$ cat config.mk
export PLATFORM = sky130hd
export DESIGN_NAME = srr_top
export DESIGN_NICKNAME = d
export VERILOG_FILES = /design/src/rtl/srr_mem.v /design/src/rtl/srr_fifo.v /design/src/rtl/srr_top.v
export VERILOG_INCLUDE_DIRS = /design/src /design/src/rtl
export SDC_FILE = /design/constraint.sdc
export NUM_CORES = 1
export LEC_CHECK = 0
export BUFFER_PORTS_ARGS = -buffer_cell sky130_fd_sc_hd__buf_4
export CORE_MARGIN = 1
export CORE_UTILIZATION = 50
export DETAILED_ROUTE_END_ITERATION = 6
export PLACE_DENSITY = 0.7
export SYNTH_ARGS = -nofsm -noshare
export SYNTH_HDL_FRONTEND = slang
export SYNTH_HIERARCHICAL = 1
export SYNTH_SLANG_ARGS = --single-unit
export TNS_END_PERCENT = 5
$ cat constraint.sdc
create_clock -name clk_sys -period 8 [get_ports clk_sys]
set_clock_uncertainty 0.15 [all_clocks]
set_input_delay 0.4 -clock clk_sys [delete_from_list [all_inputs] [get_ports clk_sys]]
set_output_delay 0.4 -clock clk_sys [all_outputs]
set_load 0.05 [all_outputs]
$ cat src/rtl/srr_consts.vh
// Constants for the read request and bus turnaround block.
// Assumes inclusion by bare name from the rtl folder.
//
// Contract
// Pulse bus release for one cycle automatically when a read issues.
// Release to slave state happens in the read's issue cycle itself.
// Tertiary cache hit: retake master state after its data is delivered.
// After release, regain master state when the next external request ends.
// Other request completes while read pending: release again for one cycle.
// Agent drives buses after release; needs no external request line.
// Agent may run another external request before the read response.
// Agent asserts read ready low when it can accept a read.
// Address cycle: read command, physical address 35:0, virtual 13:12 at 57:56.
// Valid out pulses exactly one cycle with the read command and address; the code holds it low in every repeated address cycle until issue.
// Stop driving the buses one cycle after the release cycle.
// Agent starts driving the buses two cycles after release, never earlier.
// Read kind flag high for instruction fetch, low for data read.
// Erroneous read response data raises a bus error exception.
// In slave state always accept a response or request, tolerate transfers.
// Each non-final response element carries valid in and mid identifier.
// Final element carries last identifier, then valid in deasserts.
// Capture data only with valid in asserted and a data identifier.
// Check bits and command parity follow data and command timing.
// Command top bit zero in address cycles, one in data cycles.
// Address cycle issues only if read ready was low two cycles before; the code checks the pin value from three cycles before.
// Keep bus drivers off throughout slave state.
`ifndef SRR_CONSTS_VH
`define SRR_CONSTS_VH
`define SRR_AD_W 64
`define SRR_ADC_W 8
`define SRR_CMD_W 9
`define SRR_PA_W 36
`define SRR_CMD_KIND_BIT 8
`define SRR_VA_LO_POS 56
`define SRR_CMD_READ 9'h000
`define SRR_ID_MID 9'h100
`define SRR_ID_LAST 9'h110
`define SRR_ID_LAST_BIT 4
`define SRR_ID_ERR_BIT 5
`define SRR_REQ_END_BIT 4
`define SRR_FIFO_DEPTH 16
`define SRR_FIFO_AW 4
`endif

$ cat src/rtl/srr_mem.v
// Small register file used as FIFO storage.
// Assumes a single clock; read data come out of a register.
`timescale 1ns/1ns
module srr_mem #(
  parameter W = 64,
  parameter AW = 4
) (
  input wire clk_sys,
  input wire wr_en,
  input wire [AW-1:0] wr_addr,
  input wire [W-1:0] wr_data,
  input wire rd_en,
  input wire [AW-1:0] rd_addr,
  output reg [W-1:0] rd_data
);
  reg [W-1:0] mem [0:(1<<AW)-1];

  // Write port and registered read port; the read register holds its
  // word until the next read, so a stalled consumer sees stable data.
  always @(posedge clk_sys) begin
    if (wr_en) begin
      mem[wr_addr] <= wr_data;
    end
    if (rd_en) begin
      rd_data <= mem[rd_addr];
    end
  end
endmodule

$ cat src/rtl/srr_fifo.v
// First-in first-out buffer with valid and ready on both sides.
// Assumes one clock and an active-low asynchronous reset.
`timescale 1ns/1ns
module srr_fifo #(
  parameter W = 64,
  parameter AW = 4
) (
  input wire clk_sys,
  input wire arst_n,
  input wire in_valid,
  output wire in_ready,
  input wire [W-1:0] in_data,
  output reg out_valid,
  input wire out_ready,
  output wire [W-1:0] out_data
);
  reg [AW:0] wp_r;
  reg [AW:0] rp_r;
  wire full;
  wire empty;
  wire push;
  wire pop;

  assign full = (wp_r[AW] != rp_r[AW]) && (wp_r[AW-1:0] == rp_r[AW-1:0]);
  assign empty = (wp_r == rp_r);
  assign in_ready = !full;
  assign push = in_valid && !full;
  // Fetch next word when output stage is empty or being drained.
  assign pop = !empty && (!out_valid || out_ready);

  srr_mem #(.W(W), .AW(AW)) u_mem (
    .clk_sys(clk_sys),
    .wr_en(push),
    .wr_addr(wp_r[AW-1:0]),
    .wr_data(in_data),
    .rd_en(pop),
    .rd_addr(rp_r[AW-1:0]),
    .rd_data(out_data)
  );

  // Pointer and output valid update.
  always @(posedge clk_sys or negedge arst_n) begin
    if (!arst_n) begin
      wp_r <= {(AW+1){1'b0}};
      rp_r <= {(AW+1){1'b0}};
      out_valid <= 1'b0;
    end else begin
      if (push) begin
        wp_r <= wp_r + 1'b1;
      end
      if (pop) begin
        rp_r <= rp_r + 1'b1;
        out_valid <= 1'b1;
      end else if (out_ready) begin
        out_valid <= 1'b0;
      end
    end
  end
endmodule

$ cat src/rtl/srr_top.v
// Read request issue and uncompelled bus turnaround on the system bus.
// Assumes the agent's pins arrive asynchronously and pass two flops.
`timescale 1ns/1ns
`include "srr_consts.vh"
module srr_top #(
  parameter AD_W = `SRR_AD_W,
  parameter ADC_W = `SRR_ADC_W,
  parameter CMD_W = `SRR_CMD_W,
  parameter FIFO_AW = `SRR_FIFO_AW
) (
  input wire clk_sys,
  input wire arst_n,
  // Core side read request.
  input wire rd_req,
  input wire [35:0] rd_paddr,
  input wire [1:0] rd_vaddr_hi,
  input wire rd_is_fetch,
  input wire [ADC_W-1:0] rd_addr_check,
  input wire rd_cmd_parity,
  output reg rd_req_taken,
  // Tertiary cache hit while the read is pending.
  input wire tc_enable,
  input wire tc_hit_done,
  // Response data toward the core.
  output wire resp_valid,
  input wire resp_ready,
  output wire [AD_W-1:0] resp_data,
  output reg bus_error_exc,
  output reg ext_req_done,
  // System bus pins.
  input wire read_accept_ready_n,
  input wire agent_valid_in_n,
  input wire [AD_W-1:0] sys_addr_data_bus_in,
  output reg [AD_W-1:0] sys_addr_data_bus_out,
  output reg sys_addr_data_bus_oe,
  input wire [CMD_W-1:0] sys_command_bus_in,
  output reg [CMD_W-1:0] sys_command_bus_out,
  output reg sys_command_bus_oe,
  input wire [ADC_W-1:0] addr_data_check_bus_in,
  output reg [ADC_W-1:0] addr_data_check_bus_out,
  input wire command_parity_bit_in,
  output reg command_parity_bit_out,
  output reg proc_valid_out_n,
  output reg bus_release_strobe_n,
  output reg read_kind_flag,
  output reg slave_state
);
  //--------------------------------------------------------------
  // Input synchronisers
  //--------------------------------------------------------------
  reg [2:0] rdy_s_r;
  reg [1:0] vin_s_r;
  reg [AD_W-1:0] ad_s1_r;
  reg [AD_W-1:0] ad_s2_r;
  reg [CMD_W-1:0] cmd_s1_r;
  reg [CMD_W-1:0] cmd_s2_r;

  // Two flops on every used pin; a third stage ages read ready by one more.
  always @(posedge clk_sys or negedge arst_n) begin
    if (!arst_n) begin
      rdy_s_r <= 3'h7;
      vin_s_r <= 2'h3;
      ad_s1_r <= {AD_W{1'b0}};
      ad_s2_r <= {AD_W{1'b0}};
      cmd_s1_r <= {CMD_W{1'b0}};
      cmd_s2_r <= {CMD_W{1'b0}};
    end else begin
      rdy_s_r <= {rdy_s_r[1:0], read_accept_ready_n};
      vin_s_r <= {vin_s_r[0], agent_valid_in_n};
      ad_s1_r <= sys_addr_data_bus_in;
      ad_s2_r <= ad_s1_r;
      cmd_s1_r <= sys_command_bus_in;
      cmd_s2_r <= cmd_s1_r;
    end
  end

  //--------------------------------------------------------------
  // Bus state machine
  //--------------------------------------------------------------
  localparam ST_MASTER = 2'h0;
  localparam ST_ADDR = 2'h1;
  localparam ST_TURN = 2'h2;
  localparam ST_SLAVE = 2'h3;

  reg [1:0] state_r;
  reg [1:0] state_nxt;
  reg pend_r;
  reg pend_nxt;
  reg rerel_nxt;
  reg [AD_W-1:0] addr_word;
  wire vin;
  wire is_data;
  wire capture;
  wire last_el;
  wire req_end;
  wire fifo_in_ready;
  wire issue_nxt;

  // Validity is sampled on the same cycle pair as the data bus.
  assign vin = !vin_s_r[1];
  assign is_data = cmd_s2_r[`SRR_CMD_KIND_BIT];
  assign capture = (state_r == ST_SLAVE) && vin && is_data;
  assign last_el = capture && cmd_s2_r[`SRR_ID_LAST_BIT];
  // Any other external request ends on a flagged address-kind cycle.
  assign req_end = (state_r == ST_SLAVE) && vin && !is_data &&
    cmd_s2_r[`SRR_REQ_END_BIT];
  // The coming cycle is the issue cycle when it is an address cycle and
  // ready, one stage older by then, was low; release rides in that cycle.
  assign issue_nxt = (state_nxt == ST_ADDR) && !rdy_s_r[1];

  // Address word: physical address low, virtual bits high, rest zero.
  always @* begin
    addr_word = {AD_W{1'b0}};
    addr_word[`SRR_PA_W-1:0] = rd_paddr;
    addr_word[`SRR_VA_LO_POS+1:`SRR_VA_LO_POS] = rd_vaddr_hi;
  end

  // Next-state logic for master, address, turnaround and slave.
  always @* begin
    state_nxt = state_r;
    pend_nxt = pend_r;
    rerel_nxt = 1'b0;
    case (state_r)
      ST_MASTER: begin
        if (rd_req) begin
          state_nxt = ST_ADDR;
        end
      end
      ST_ADDR: begin
        // Issue only when ready was low three cycles back.
        if (!rdy_s_r[2]) begin
          state_nxt = ST_TURN;
          pend_nxt = 1'b1;
        end
      end
      ST_TURN: begin
        state_nxt = ST_SLAVE;
      end
      ST_SLAVE: begin
        if (last_el || (pend_r && tc_enable && tc_hit_done)) begin
          state_nxt = ST_MASTER;
          pend_nxt = 1'b0;
        end else if (req_end) begin
          if (pend_r) begin
            rerel_nxt = 1'b1;
          end else begin
            state_nxt = ST_MASTER;
          end
        end
      end
      default: begin
        state_nxt = ST_MASTER;
        pend_nxt = 1'b0;
      end
    endcase
  end

  // State and pin registers; every output comes from a flop.
  always @(posedge clk_sys or negedge arst_n) begin
    if (!arst_n) begin
      state_r <= ST_MASTER;
      pend_r <= 1'b0;
      rd_req_taken <= 1'b0;
      sys_addr_data_bus_out <= {AD_W{1'b0}};
      sys_addr_data_bus_oe <= 1'b0;
      sys_command_bus_out <= {CMD_W{1'b0}};
      sys_command_bus_oe <= 1'b0;
      addr_data_check_bus_out <= {ADC_W{1'b0}};
      command_parity_bit_out <= 1'b0;
      proc_valid_out_n <= 1'b1;
      bus_release_strobe_n <= 1'b1;
      read_kind_flag <= 1'b0;
      slave_state <= 1'b0;
      bus_error_exc <= 1'b0;
      ext_req_done <= 1'b0;
    end else begin
      state_r <= state_nxt;
      pend_r <= pend_nxt;
      rd_req_taken <= issue_nxt;
      ext_req_done <= req_end;
      // Error flag bit in a data identifier raises a bus error.
      bus_error_exc <= capture && cmd_s2_r[`SRR_ID_ERR_BIT];
      slave_state <= (state_nxt == ST_SLAVE);
      // Release pulses in the issue cycle itself and again on re-release.
      bus_release_strobe_n <= !(issue_nxt || rerel_nxt);
      if (state_nxt == ST_ADDR) begin
        // Repeat the address cycle each cycle until it issues.
        sys_addr_data_bus_out <= addr_word;
        sys_command_bus_out <= `SRR_CMD_READ;
        addr_data_check_bus_out <= rd_addr_check;
        command_parity_bit_out <= rd_cmd_parity;
        sys_addr_data_bus_oe <= 1'b1;
        sys_command_bus_oe <= 1'b1;
        read_kind_flag <= rd_is_fetch;
        proc_valid_out_n <= 1'b0;
      end else begin
        proc_valid_out_n <= 1'b1;
        read_kind_flag <= 1'b0;
        // Drivers drop the cycle after release and stay off in slave state.
        sys_addr_data_bus_oe <= 1'b0;
        sys_command_bus_oe <= 1'b0;
      end
    end
  end

  //--------------------------------------------------------------
  // Response data buffer
  //--------------------------------------------------------------
  // Captured words queue toward the core. The agent cannot be stalled
  // mid-response, so a word that meets a full queue is dropped.
  srr_fifo #(.W(AD_W), .AW(FIFO_AW)) u_fifo (
    .clk_sys(clk_sys),
    .arst_n(arst_n),
    .in_valid(capture),
    .in_ready(fifo_in_ready),
    .in_data(ad_s2_r),
    .out_valid(resp_valid),
    .out_ready(resp_ready),
    .out_data(resp_data)
  );

endmodule

Word-level counts from Yosys, hierarchy flattened
Memories as Yosys holds them, arrays and structs flattened. A register that Yosys moved wholly into a read port is not among the register bits.
Index checks and enable logic that the tools add are counted.
{"block": "totals", "ff_bits": 220, "ram_bits": 1024, "in_bits": 138, "out_inout_bits": 156, "wordCells": 81, "mem_count": 1}
{"block": "classes", "addsub": 2, "eq_ne": 10, "muxes": 20, "n_reduce_logical": 26}
{"name": "u_fifo.u_mem.mem", "depth": 16, "width": 64, "rd": 1, "rd_clocked_by_memory_dff": 1, "write_ports": 1, "line_no": "srr_mem.v:16", "text": "reg [W-1:0] mem [0:(1<<AW)-1];"}
{"cell": "$mux 1", "count": 13}
{"cell": "$logic_and 1x1->1", "count": 12}
{"cell": "$add 5x1->5 const B", "count": 2}
{"cell": "$mux 2", "count": 5}
{"cell": "$pmux 2 s4", "count": 1}
{"cell": "$logic_not 1->1", "count": 7}
{"cell": "$eq 2x2->1 const B", "count": 3}
{"cell": "$eq 5x5->1", "count": 1}
{"cell": "$eq 2x1->1 const B", "count": 2}
{"cell": "$eq 4x4->1", "count": 1}
{"cell": "$reduce_bool 2->1", "count": 2}
{"cell": "$logic_or 1x1->1", "count": 3}
{"cell": "$reduce_and 3->1", "count": 1}
{"cell": "$logic_not 2->1", "count": 1}
{"cell": "$ne 2x1->1 const B", "count": 1}
{"cell": "$ne 2x2->1 const B", "count": 1}
{"cell": "$pmux 1 s2", "count": 1}
{"cell": "$ne 1x1->1", "count": 1}

Logic depth before layout (Yosys ltp)
Gate-level depths: netlist (run 1).
{"block": "depth", "depth_word": 11, "ltp_mapped": 7, "mapped_depth_nobuf": 6}

Hierarchy
Netlist (run 1), hierarchy kept.
{"mod": "srr_mem", "n_inst": 1, "cells_each": 1647, "area_each_um2": 40223.6, "seq_area_each_um2": 32671.3}
{"mod": "srr_top", "n_inst": 1, "cells_each": 312, "area_each_um2": 6125.9, "seq_area_each_um2": 4938.5}
{"mod": "srr_fifo", "n_inst": 1, "cells_each": 47, "area_each_um2": 628.1, "seq_area_each_um2": 275.3}

Worst setup path after synthesis (run 1)
No wires, ideal clock.
{"block": "synth_path", "kind": "register to register", "startpoint": "register state_r[1]", "endpoint": "memory u_fifo.u_mem.mem[0][0] (enable)", "arrival_time_ns": 5.874, "t_required_ns": 7.285, "setup_slack_ns": 1.411, "stages_incl_launch_ff": 8, "n_path_buf": 1, "cell_sequence": "dfrtp_1 buf_2 nand3_1 nor2_1 o21ai_2 inv_1 or3b_2 nor3_1"}
{"block": "synth_via", "elab_chain_cells": 6}
{"element": "start: declaration", "line_no": "srr_top.v:85", "text": "reg [1:0] state_r;"}
{"element": "start signal: assignment", "line_no": "srr_top.v:177", "text": "state_r <= state_nxt;"}
{"element": "$eq 2x2->1", "line_no": "srr_top.v:102", "text": "assign capture = (state_r == ST_SLAVE) && vin && is_data;"}
{"element": "$logic_and 1x1->1 (2 in a row)", "line_no": "srr_top.v:102"}
{"element": "named net capture", "line_no": "srr_top.v:93", "text": "wire capture;"}
{"element": "$logic_and 1x1->1", "line_no": "srr_fifo.v:27", "text": "assign push = in_valid && !full;"}
{"element": "named net u_fifo.push", "line_no": "srr_fifo.v:21", "text": "wire push;"}
{"element": "$mux 1", "line_no": "srr_mem.v:21", "text": "if (wr_en) begin"}
{"element": "$mux 1 (not written as such)", "line_no": "srr_mem.v:22", "text": "mem[wr_addr] <= wr_data;"}
{"element": "end: declaration", "line_no": "srr_mem.v:16"}
The timed path passes the listed nets, and every way through them passes these cells.

Final worst setup path (run 1)
{"block": "layout_path", "startpoint": "register u_fifo.rp_r[0]", "endpoint": "memory u_fifo.u_mem.mem[13][26] (enable)"}
{"block": "layout_via", "elab_chain_cells": 6}
{"element": "start: declaration", "line_no": "srr_fifo.v:18", "text": "reg [AW:0] rp_r;"}
{"element": "start signal: assignment", "line_no": "srr_fifo.v:45", "text": "rp_r <= {(AW+1){1'b0}};"}
{"element": "start signal: assignment", "line_no": "srr_fifo.v:52", "text": "rp_r <= rp_r + 1'b1;"}
{"element": "$eq 4x4->1", "line_no": "srr_fifo.v:24", "text": "assign full = (wp_r[AW] != rp_r[AW]) && (wp_r[AW-1:0] == rp_r[AW-1:0]);"}
{"element": "$logic_and 1x1->1", "line_no": "srr_fifo.v:24"}
{"element": "$logic_not 1->1"}
{"element": "$logic_and 1x1->1", "line_no": "srr_fifo.v:27"}
{"element": "named net u_fifo.push", "line_no": "srr_fifo.v:21"}
{"element": "$mux 1", "line_no": "srr_mem.v:21"}
{"element": "$mux 1 (not written as such)", "line_no": "srr_mem.v:22"}
The timed path passes the listed nets, and every way through them passes these cells.

==> results of run 1 <==
-- registers in the layout (all words and copies together), names as in the netlist, 2 cells and up --
register                 cells
ad_s2_r                     64
rdy_s_r                      3
cmd_s1_r                     3
u_fifo/rp_r                  5
cmd_s2_r                     3
u_fifo/u_mem/rd_data        64
ad_s1_r                     64
addr_data_check_bus_out      8
u_fifo/wp_r                  5
state_r                      2
sys_addr_data_bus_out       38
vin_s_r                      2
u_fifo/u_mem/mem          1024
-- worst reg2reg max path: stages (launching register included) --
cell and delay (ns):
dfrtp_4 1.04, xnor2_2 0.19, nand4_4 0.21, o21ai_2 0.10, inv_1 0.15, nand3_1 0.31, nor2_4 1.04, buf_4 0.80
-- timing repair --
| action | 4_1_cts | 5_1_grt |
|---|---|---|
| resized for setup | 0 | 0 |
| endpoints found under the hold margin | 213 | 0 |
| hold buffers | 123 | 0 |
-- routing by layer --
layer,up-vias,wire length [µm],track usage (%),part of all wire (%)
li1,9134,-,-,-
met1,11500,38700,28.4,39
met2,933,51000,36.0,51
met3,164,7730,4.47,7.8
met4,4,2160,6.54,2.2
met5,-,27,0,0.027
-- final cells by class --
type                       count  area [µm²]  area share (%)
clock inverter                54         626            1.12
inverter                       2        7.51          0.0135
sequential                  1296       37900            67.9
multi-input combinational    615        8560            15.3
tap                         1254        1570            2.81
timing repair buffer         408        3420            6.12
clock buffer                 185        3720            6.66
-- worst paths after layout --
| kind | from | end | slack (ns) | cells past startpoint |
|---|---|---|---|---|
| setup / recovery | u_fifo/rp_r[0]$_DFFE_PN0P_ | u_fifo/u_mem/mem[13][26]$_DFFE_PP_ | 3.56 | 7 |
| setup reg to reg | u_fifo/rp_r[0]$_DFFE_PN0P_ | u_fifo/u_mem/mem[13][26]$_DFFE_PP_ | 3.56 | 7 |
| hold reg to reg | ad_s1_r[25]$_DFF_PN0_ | ad_s2_r[25]$_DFF_PN0_ | 0.19 | 0 |
| min in group asynchronous | arst_n | ad_s1_r[27]$_DFF_PN0_ | 0.16 | 2 |
| hold / removal | sys_addr_data_bus_in[12] | ad_s1_r[12]$_DFF_PN0_ | 0.15 | 2 |
| max in group asynchronous | arst_n | u_fifo/rp_r[1]$_DFFE_PN0P_ | 6.32 | 3 |
-- stage by stage --
stage	hold WS (ns)	util, %	power [mW]	setup slack [ns]
after floorplan	-0.0456	-	12.5	1.41
after global placement	0.182	53.9	13.9	3.64
after detailed placement	0.185	53.9	14.0	3.53
after CTS	0.103	59.9	20.1	3.50
after global routing	0.123	59.9	20.7	3.30
final	0.150	59.9	19.9	3.56
-- power by group --
group	internal (mW)	leakage, nW	switching, mW	total [mW]
combinational	2.21	4.74	3.15	5.36
sequential	8.00	12.3	0.484	8.49
clock	3.54	2.11	2.53	6.07
==> metrics.cfg, run 1 <==
[global_route]
grt_pass1_wl_um=147000
antenna_found_initial=4
grt_max_degree=136
grtUsageTotal_pct=21.5
grt_pass1_vias=23000
grt-ovfl-total=0

[sta]
finalCriticalPeriod_ns=4.44
finalCritPeriodShare_pct=55.5
drv_slew=0
setup_violations=0
worst_pin_slew_ns=1.22
setup_tns_ns=0
final_hold_viol_count=0
slew_headroom_pct=18.4
rsz0062_at_grt=false
fmax_mhz=225

[critical_path]
cp.arrival_ns=4.63
crit_path_max_incr_delay_ns=1.04
cp_top_family=simple AND/OR/NAND/NOR gates
start_kind=flip-flop
worst-endpoint-required_ns=8.19
cp_max_fo=46
critPathKind=reg2reg
crit_buf_inv=2
crit_chain=xnor2_2 > nand4_4 > o21ai_2 > inv_1 > nand3_1 > nor2_4 > buf_4
endpoint_kind=flip-flop
crit_slowest_cell=dfrtp_4

[placement]
dpl.hpwl_um=49400
place_area_um2=50200
routabilityCongestion=0.722
dp.cells=3452
port_buffers=243

[flow_run]
maxCapViolations=0

[finish]
layout_common_cells=edfxtp_1 (1088), buf_4 (281), mux4_2 (256), dfrtp_1 (199), clkbuf_16 (135)
final_common_cell=edfxtp_1
area_growth_pct=18.8
fin_area_um2=55800
layout-drive-gt1-share_pct=31.9
fillerInstances=6390
antenna_cells=0
layoutNonFillerInstCount=3814
final_nets=2595

[floorplan]
dieArea_um2=95200
die_w_um=309
ios=294
die_h_um=309
row_count=112
start_util_pct=50.4
core-area_um2=93200

[synth]
synthCells=2005
syn_area_um2=47000
ys_warn_count=6
synth_area_per_cell_um2=23.4

[detailed_routing]
drtIter0Drc=1964
wl_um=99600
vias=21700
vias_per_cell=5.69
wire_per_inst_um=26.1
final_antenna_net_count=0
drc=0
first_pass_iters=5

[clock_tree]
htreeDepth=4
cts.sinks=1296
cts.path.max_buffers=3
numCtsBuffers=132
clkTransAtPathRegs_ns=0.06
cts_tree=done
root_buffer=clkbuf_16
post_cts_buffers=0
clock_latency_ns=0.74

[power]
peakVddDrop_mv=0.331
leakage_nw=19.1
pwr_density_cell_nw_per_um2=357

[worst_hold_path]
hp-class=in2reg

[status]
outcome=completed

No activity file was read; power rests on OpenSTA's default activity.
==> run 2, diff against run 1 <==
--- a/config.mk
+++ b/config.mk
@@ -10,7 +10,7 @@
 export CORE_MARGIN = 1
 export CORE_UTILIZATION = 50
 export DETAILED_ROUTE_END_ITERATION = 6
-export PLACE_DENSITY = 0.7
+export PLACE_DENSITY = 0.72
 export SYNTH_ARGS = -nofsm -noshare
 export SYNTH_HDL_FRONTEND = slang
 export SYNTH_HIERARCHICAL = 1
==> constraint.sdc (replaced) <==
create_clock -name clk_sys -period 3.95 [get_ports clk_sys]
set_clock_uncertainty 0.15 [all_clocks]
set_input_delay 0.1975 -clock clk_sys [delete_from_list [all_inputs] [get_ports clk_sys]]
set_output_delay 0.1975 -clock clk_sys [all_outputs]
set_load 0.05 [all_outputs]
==> run 2 against run 1 <==
Compared with the run above:
- via count grew 1.1%
- routed wire length shrank 1.5%
- largest power group unchanged
- critical endpoint is now u_fifo/u_mem/mem[0][32]$_DFFE_PP_
- non-clock buffer count grew 75
- power grew 100%
- die area is the same
- sequential power grew 99%
- combinational power grew 110%
==> metrics.cfg, run 2 (synthesis results as in run 1) <==
[status]
outcome=completed  ; unchanged

[critical_path]
crit_chain=nand3_1 > nor2_1 > o21ai_2 > inv_1 > or3b_2 > nor3_4 > buf_12  ; was xnor2_2 > nand4_4 > o21ai_2 > inv_1 > nand3_1 > nor2_4 > buf_4
critPathKind=reg2reg  ; unchanged
cp_max_fo=47  ; was 46
crit_slowest_cell=or3b_2  ; was dfrtp_4
endpoint_kind=flip-flop  ; unchanged
worst-endpoint-required_ns=4.18  ; was 8.19 ns
r2r_cells=7  ; unchanged
timing.rr.start=state_r[1]$_DFF_PN0_  ; was u_fifo/rp_r[0]$_DFFE_PN0P_
rr_endpoint=u_fifo/u_mem/mem[0][32]$_DFFE_PP_  ; was u_fifo/u_mem/mem[13][26]$_DFFE_PP_
cp.arrival_ns=3.58  ; was 4.63 ns
reg2reg_slack_ns=0.60  ; was 3.56 ns
crit_path_max_incr_delay_ns=0.60  ; was 1.04 ns
start_kind=flip-flop  ; unchanged

[placement]
place_area_um2=50500  ; was 50200 µm²
dpl.hpwl_um=49100  ; was 49400 µm
routabilityCongestion=0.731  ; was 0.722
port_buffers=243  ; unchanged

[detailed_routing]
wire_per_inst_um=25.2  ; was 26.1 µm
first_pass_iters=5  ; unchanged
drtIter0Drc=2111  ; was 1964
final_antenna_net_count=0  ; unchanged
drc=0  ; unchanged
vias=21900  ; was 21700
vias_per_cell=5.64  ; was 5.69
wl_um=98100  ; was 99600 µm

[worst_hold_path]
min-delay-start=sys_addr_data_bus_in[61]  ; was sys_addr_data_bus_in[12]
min_path_cells=2  ; unchanged
hp-class=in2reg  ; unchanged
min_to=ad_s1_r[61]$_DFF_PN0_  ; was ad_s1_r[12]$_DFF_PN0_

[finish]
final_common_cell=edfxtp_1  ; unchanged
regMostFlops=u_fifo/u_mem/mem  ; unchanged
area_growth_pct=20.8  ; was 18.8%
layout-drive-gt1-share_pct=31.2  ; was 31.9%
fin_area_um2=56800  ; was 55800 µm²
final_core_util_pct=60.9  ; was 59.9%
final_nets=2670  ; was 2595
largest_reg_flops=1024  ; unchanged
layout_common_cells=edfxtp_1 (1088), buf_4 (268), mux4_2 (256), dfrtp_1 (199), dlygate4sd3_1 (190)  ; was edfxtp_1 (1088), buf_4 (281), mux4_2 (256), dfrtp_1 (199), clkbuf_16 (135)

[global_route]
grtUsageTotal_pct=21.2  ; was 21.5%
grt_pass1_wl_um=147000  ; about the same
antenna_found_initial=1  ; was 4
grt-ovfl-total=0  ; unchanged
grt_pass1_vias=23600  ; was 23000
grt_max_degree=166  ; was 136

[power]
pwr_density_cell_nw_per_um2=712  ; was 357 nW/µm²
peakVddDrop_mv=0.742  ; was 0.331 mV
leakage_nw=19.5  ; was 19.1 nW

[clock_tree]
numCtsBuffers=132  ; unchanged
clock_latency_ns=0.74  ; about the same
post_cts_buffers=0  ; unchanged
clkTransAtPathRegs_ns=0.06  ; about the same
cts.sinks=1296  ; unchanged
htreeDepth=4  ; unchanged
cts_tree=done  ; unchanged
cts.path.max_buffers=3  ; unchanged
root_buffer=clkbuf_16  ; unchanged

[floorplan]
core-area_um2=93200  ; unchanged
dieArea_um2=95200  ; unchanged
ios=294  ; unchanged
die_h_um=309  ; unchanged
start_util_pct=50.4  ; unchanged
die_w_um=309  ; unchanged
row_count=112  ; unchanged

[sta]
setup_violations=0  ; unchanged
slew_headroom_pct=20.2  ; was 18.4%
fmax_mhz=298  ; was 225 MHz
final_hold_viol_count=0  ; unchanged
worst_pin_slew_ns=1.20  ; was 1.22 ns
finalCriticalPeriod_ns=3.35  ; was 4.44 ns
finalCritPeriodShare_pct=84.8  ; was 55.5%
fin_hold_ws_ns=0.0342  ; was 0.150 ns
drv_slew=0  ; unchanged
rsz0062_at_grt=false  ; unchanged

[flow_run]
maxCapViolations=0  ; unchanged

[run 2: metrics by stage]
stage / setup TNS [ns] / power, mW / setup slack [ns] / instances
6_report: 0 / 40.4 / 0.600 / 3894
5_1_grt: 0 / 41.9 / 0.413 / 3893
4_1_cts: 0 / 40.8 / 0.578 / 3893
3_5_place_dp: 0 / 28.4 / 0.621 / 3459
3_3_place_gp: 0 / 28.2 / 0.693 / 3459
2_1_floorplan: -627.85 / 25.2 / -0.917 / 2039
[run 2: how the worst max path moves through the flow]
| stage | slack [ns] | cells past startpoint | from | end |
|---|---|---|---|---|
| finish | 0.60 | 7 | state_r[1]$_DFF_PN0_ | u_fifo/u_mem/mem[0][32]$_DFFE_PP_ |
| floorplan | -0.92 | 6 | u_fifo/wp_r[0]$_DFFE_PN0P_ | u_fifo/u_mem/mem[1][0]$_DFFE_PP_ |
| global route | 0.41 | 7 | state_r[1]$_DFF_PN0_ | u_fifo/u_mem/mem[3][55]$_DFFE_PP_ |
| global placement | 0.69 | 7 | state_r[1]$_DFF_PN0_ | u_fifo/u_mem/mem[0][43]$_DFFE_PP_ |
| detailed placement | 0.62 | 7 | state_r[1]$_DFF_PN0_ | u_fifo/u_mem/mem[1][14]$_DFFE_PP_ |
| CTS | 0.58 | 7 | state_r[1]$_DFF_PN0_ | u_fifo/u_mem/mem[3][58]$_DFFE_PP_ |
[run 2: area by class of cell]
type                            count  area (µm²)
Sequential cell                  1296       37900
Timing Repair Buffer              483        4420
Tap cell                         1254        1570
Multi-Input combinational cell    615        8580
Clock inverter                     55         563
Fill cell                        6218       36400
Inverter                            2        7.51
Clock buffer                      188        3730
Antenna cell                        1        2.50
[run 2: routing by layer]
metal | GRT usage [%] | wire length [µm] | vias to the layer above
li1 | - | - | 9293
met5 | 0 | 17 | -
met3 | 4.69 | 7270 | 143
met2 | 35.2 | 49700 | 892
met4 | 6.85 | 2310 | 2
met1 | 28.2 | 38800 | 11600
[run 2: worst max-delay path, delay by kind of cell, from the launching register on]
family	cells	cell delay, ns
and+or+nand+nor	4	1.54
DFF	1	0.55
buffers and inverters	2	0.54
AOI/OAI and AO/OA	1	0.20
[run 2: what timing repair did]
| action | 4_1_cts | 5_1_grt |
|---|---|---|
| gates resized for setup | 0 | 0 |
| hold buffers | 191 | 0 |
| hold endpoints to repair | 298 | 0 |
[run 2: power by group]
group          leakage [nW]  switching [mW]  internal, mW
clock                  2.08            5.17          6.99
sequential             12.3           0.736          16.2
combinational          5.14            6.69          4.63
==> run 3, diff against run 2 <==
--- a/config.mk
+++ b/config.mk
@@ -6,11 +6,12 @@
 export SDC_FILE = /design/constraint.sdc
 export NUM_CORES = 1
 export LEC_CHECK = 0
+export ABC_AREA = 1
 export BUFFER_PORTS_ARGS = -buffer_cell sky130_fd_sc_hd__buf_4
 export CORE_MARGIN = 1
 export CORE_UTILIZATION = 50
 export DETAILED_ROUTE_END_ITERATION = 6
-export PLACE_DENSITY = 0.72
+export PLACE_DENSITY = 0.69
 export SYNTH_ARGS = -nofsm -noshare
 export SYNTH_HDL_FRONTEND = slang
 export SYNTH_HIERARCHICAL = 1
==> constraint.sdc (replaced) <==
create_clock -name clk_sys -period 3.21 [get_ports clk_sys]
set_clock_uncertainty 0.15 [all_clocks]
set_input_delay 0.1605 -clock clk_sys [delete_from_list [all_inputs] [get_ports clk_sys]]
set_output_delay 0.1605 -clock clk_sys [all_outputs]
set_load 0.05 [all_outputs]
==> run 3 against run 2 <==
Compared with the run above:
- global-route usage grew 2.7 points
- critical path type unchanged
- register-to-register slack worse by 0.38 ns
- combinational power rose by 54%
- highest routed layer is now met4
- synthesized cell count up 140%
- sequential share of layout area shrank 6.0 points
- worst setup slack worse by 0.38 ns
==> metrics.cfg, run 3 <==
[finish]
multi_input_area_um2=10500  ; was 8580 µm²
layoutNonFillerInstCount=6653  ; was 3894
final_nets=5306  ; was 2670
largest_reg_flops=1024  ; unchanged
final_core_util_pct=59.9  ; was 60.9%
antenna_cells=0  ; was 1
register_area_um2=37900  ; about the same
fillerInstances=8033  ; was 6218
final_common_cell=nand2_1  ; was edfxtp_1
layout_common_cells=nand2_1 (1479), edfxtp_1 (1088), inv_1 (787), nand3_1 (785), buf_4 (283)  ; was edfxtp_1 (1088), buf_4 (268), mux4_2 (256), dfrtp_1 (199), dlygate4sd3_1 (190)
area_growth_pct=18.0  ; was 20.8%
layout-drive-gt1-share_pct=10.7  ; was 31.2%
fin_area_um2=62400  ; was 56800 µm²
regMostFlops=u_fifo/u_mem/mem  ; unchanged

[detailed_routing]
first_pass_iters=7  ; was 5
wire_per_inst_um=19.2  ; was 25.2 µm
wl_um=128000  ; was 98100 µm
vias=34400  ; was 21900
drtIter0Drc=3089  ; was 2111
vias_per_cell=5.16  ; was 5.64
drc=0  ; unchanged
final_antenna_net_count=0  ; unchanged

[synth]
ys_warn_count=6  ; unchanged
yosys-top-cells-count=nand2_1 (1479), edfxtp_1 (1088), inv_1 (789)
synth-seq-cells=1296
ys_types=36
synth_edf_count=1088
synth.top_cell.area_share_pct=61.8
syn_area_um2=52900  ; was 47000 µm²
synth_top_area_cell=edfxtp_1
yosysMostFrequentCell=nand2_1
yosysSeqAreaShare_pct=71.7
async_reset_ff_share_pct=16.0
synthCells=4729  ; was 2005
ys_top_cells_by_area=edfxtp_1 (62%), nand2_1 (11%), dfrtp_1 (9.5%)
ys.flop_type=edfxtp_1
synth_area_per_cell_um2=11.2  ; was 23.4 µm²

[clock_tree]
cts_resized=0  ; unchanged
clock_latency_ns=0.74  ; about the same
cts_tree=done  ; unchanged
cts_hold_buf=209  ; was 191
cts.sinks=1296  ; unchanged
root_buffer=clkbuf_16  ; unchanged
post_cts_buffers=0  ; unchanged
clkTransAtPathRegs_ns=0.06  ; about the same
htreeDepth=4  ; unchanged
cts.path.max_buffers=3  ; unchanged
numCtsBuffers=133  ; was 132

[critical_path]
endpoint_kind=flip-flop  ; unchanged
start_kind=flip-flop  ; unchanged
cp_max_fo=28  ; was 47
critPathKind=reg2reg  ; unchanged
worst-endpoint-required_ns=3.71  ; was 4.18 ns
cp.arrival_ns=3.49  ; was 3.58 ns

[placement]
dp.cells=6202  ; was 3459
post-place-ws_ns=0.388  ; was 0.621 ns
port_buffers=243  ; unchanged
dpl.hpwl_um=61900  ; was 49100 µm
routabilityCongestion=0.771  ; was 0.731
place_area_um2=56100  ; was 50500 µm²

[global_route]
grt_max_degree=147  ; was 166
grt-ovfl-total=0  ; unchanged
grt_pass1_wl_um=195000  ; was 147000 µm
grt_pass1_vias=33700  ; was 23600
grtUsageTotal_pct=24.0  ; was 21.2%
antenna_found_initial=1  ; unchanged

[sta]
final_hold_viol_count=0  ; unchanged
worst_pin_slew_ns=0.988  ; was 1.20 ns
setup_violations=0  ; unchanged
fin_hold_ws_ns=0.0648  ; was 0.0342 ns
finalCriticalPeriod_ns=2.99  ; was 3.35 ns
fmax_mhz=335  ; was 298 MHz
finalCritPeriodShare_pct=93.1  ; was 84.8%
drv_slew=0  ; unchanged
setup_ws_ns=0.221  ; was 0.600 ns
slew_headroom_pct=34.1  ; was 20.2%
rsz0062_at_grt=false  ; unchanged

[status]
outcome=completed  ; unchanged

[floorplan]
start_util_pct=50.8  ; was 50.4%
die_h_um=327  ; was 309 µm
die_w_um=327  ; was 309 µm
core-area_um2=104000  ; was 93200 µm²
dieArea_um2=107000  ; was 95200 µm²
ios=294  ; unchanged
row_count=118  ; was 112

[worst_hold_path]
hp-class=in2reg  ; unchanged

[flow_run]
maxCapViolations=0  ; unchanged

[power]
leakage_nw=26.8  ; was 19.5 nW
pwr_density_cell_nw_per_um2=851  ; was 712 nW/µm²
peakVddDrop_mv=0.891  ; was 0.742 mV

-- run 3: cell type report --
type | count | area share, %
clock buffers | 177 | 5.76
clock inverters | 65 | 0.909
inverters | 795 | 4.84
multi-input cells | 2405 | 16.8
flip-flops and latches | 1296 | 60.8
well taps | 1380 | 2.77
repair buffers | 535 | 8.13
-- run 3: path summary, 6_finish.rpt --
kind                                       startpoint  cells after the start  slack (ns)                                     end
worst max-delay path               pend_r$_DFFE_PN0P_                      7        0.22   sys_addr_data_bus_out[35]$_DFFE_PN0N_
worst min-delay path                      rd_is_fetch                      4        0.06                read_kind_flag$_DFF_PN0_
worst max register to register     pend_r$_DFFE_PN0P_                      7        0.22   sys_addr_data_bus_out[35]$_DFFE_PN0N_
worst min register to register  ad_s1_r[12]$_DFF_PN0_                      0        0.19                   ad_s2_r[12]$_DFF_PN0_
max in group asynchronous                      arst_n                      4        1.57  addr_data_check_bus_out[2]$_DFFE_PN0N_
min in group asynchronous                      arst_n                      3        0.46                   ad_s1_r[20]$_DFF_PN0_
-- run 3: logic make-up (layout without fill, tap and decap cells) --
| group | Yosys count | count (layout) | share of synthesized area, % |
|---|---|---|---|
| and+or+nand+nor | 2356 | 2356 | 19.1 |
| DFF | 1296 | 1296 | 71.7 |
| other | 1 | 35 | 0.00709 |
| AOI/OAI and AO/OA | 5 | 5 | 0.0686 |
| buffers and inverters | 1062 | 1572 | 9.01 |
| adders and majority gates | 2 | 2 | 0.0473 |
| xor gates and xnor gates | 7 | 7 | 0.116 |
-- run 3: report_power, final --
group,internal [mW],switching (mW),leakage (nW)
clock network,8.48,6.36,2.03
registers,20.0,0.799,12.3
logic,4.91,12.5,12.5
-- run 3: critical path, stage by stage, from the launching register on --
cell and delay (ns):
dfrtp_1 0.44, nand3_1 0.09, dlygate4sd3_1 0.59, nand2_2 0.10, a21oi_4 0.65, nand4_1 0.18, dlygate4sd3_1 0.63, nand2_1 0.08
-- run 3: routing by layer --
metal	global-route usage [%]	wire length [µm]	part of all wire, %	up-vias
met5	0	0	0	-
met4	8.13	3660	2.9	0
met3	4.31	10000	7.8	238
met2	40.5	62800	49	1404
met1	31.3	51100	40	16600
li1	-	-	-	16100
-- run 3: stage by stage --
stage	total power [mW]	setup TNS (ns)
2_1_floorplan	33.4	-427.17
3_3_place_gp	37.9	0
3_5_place_dp	38.2	0
4_1_cts	53.2	0
5_1_grt	55.5	0
6_report	53.1	0
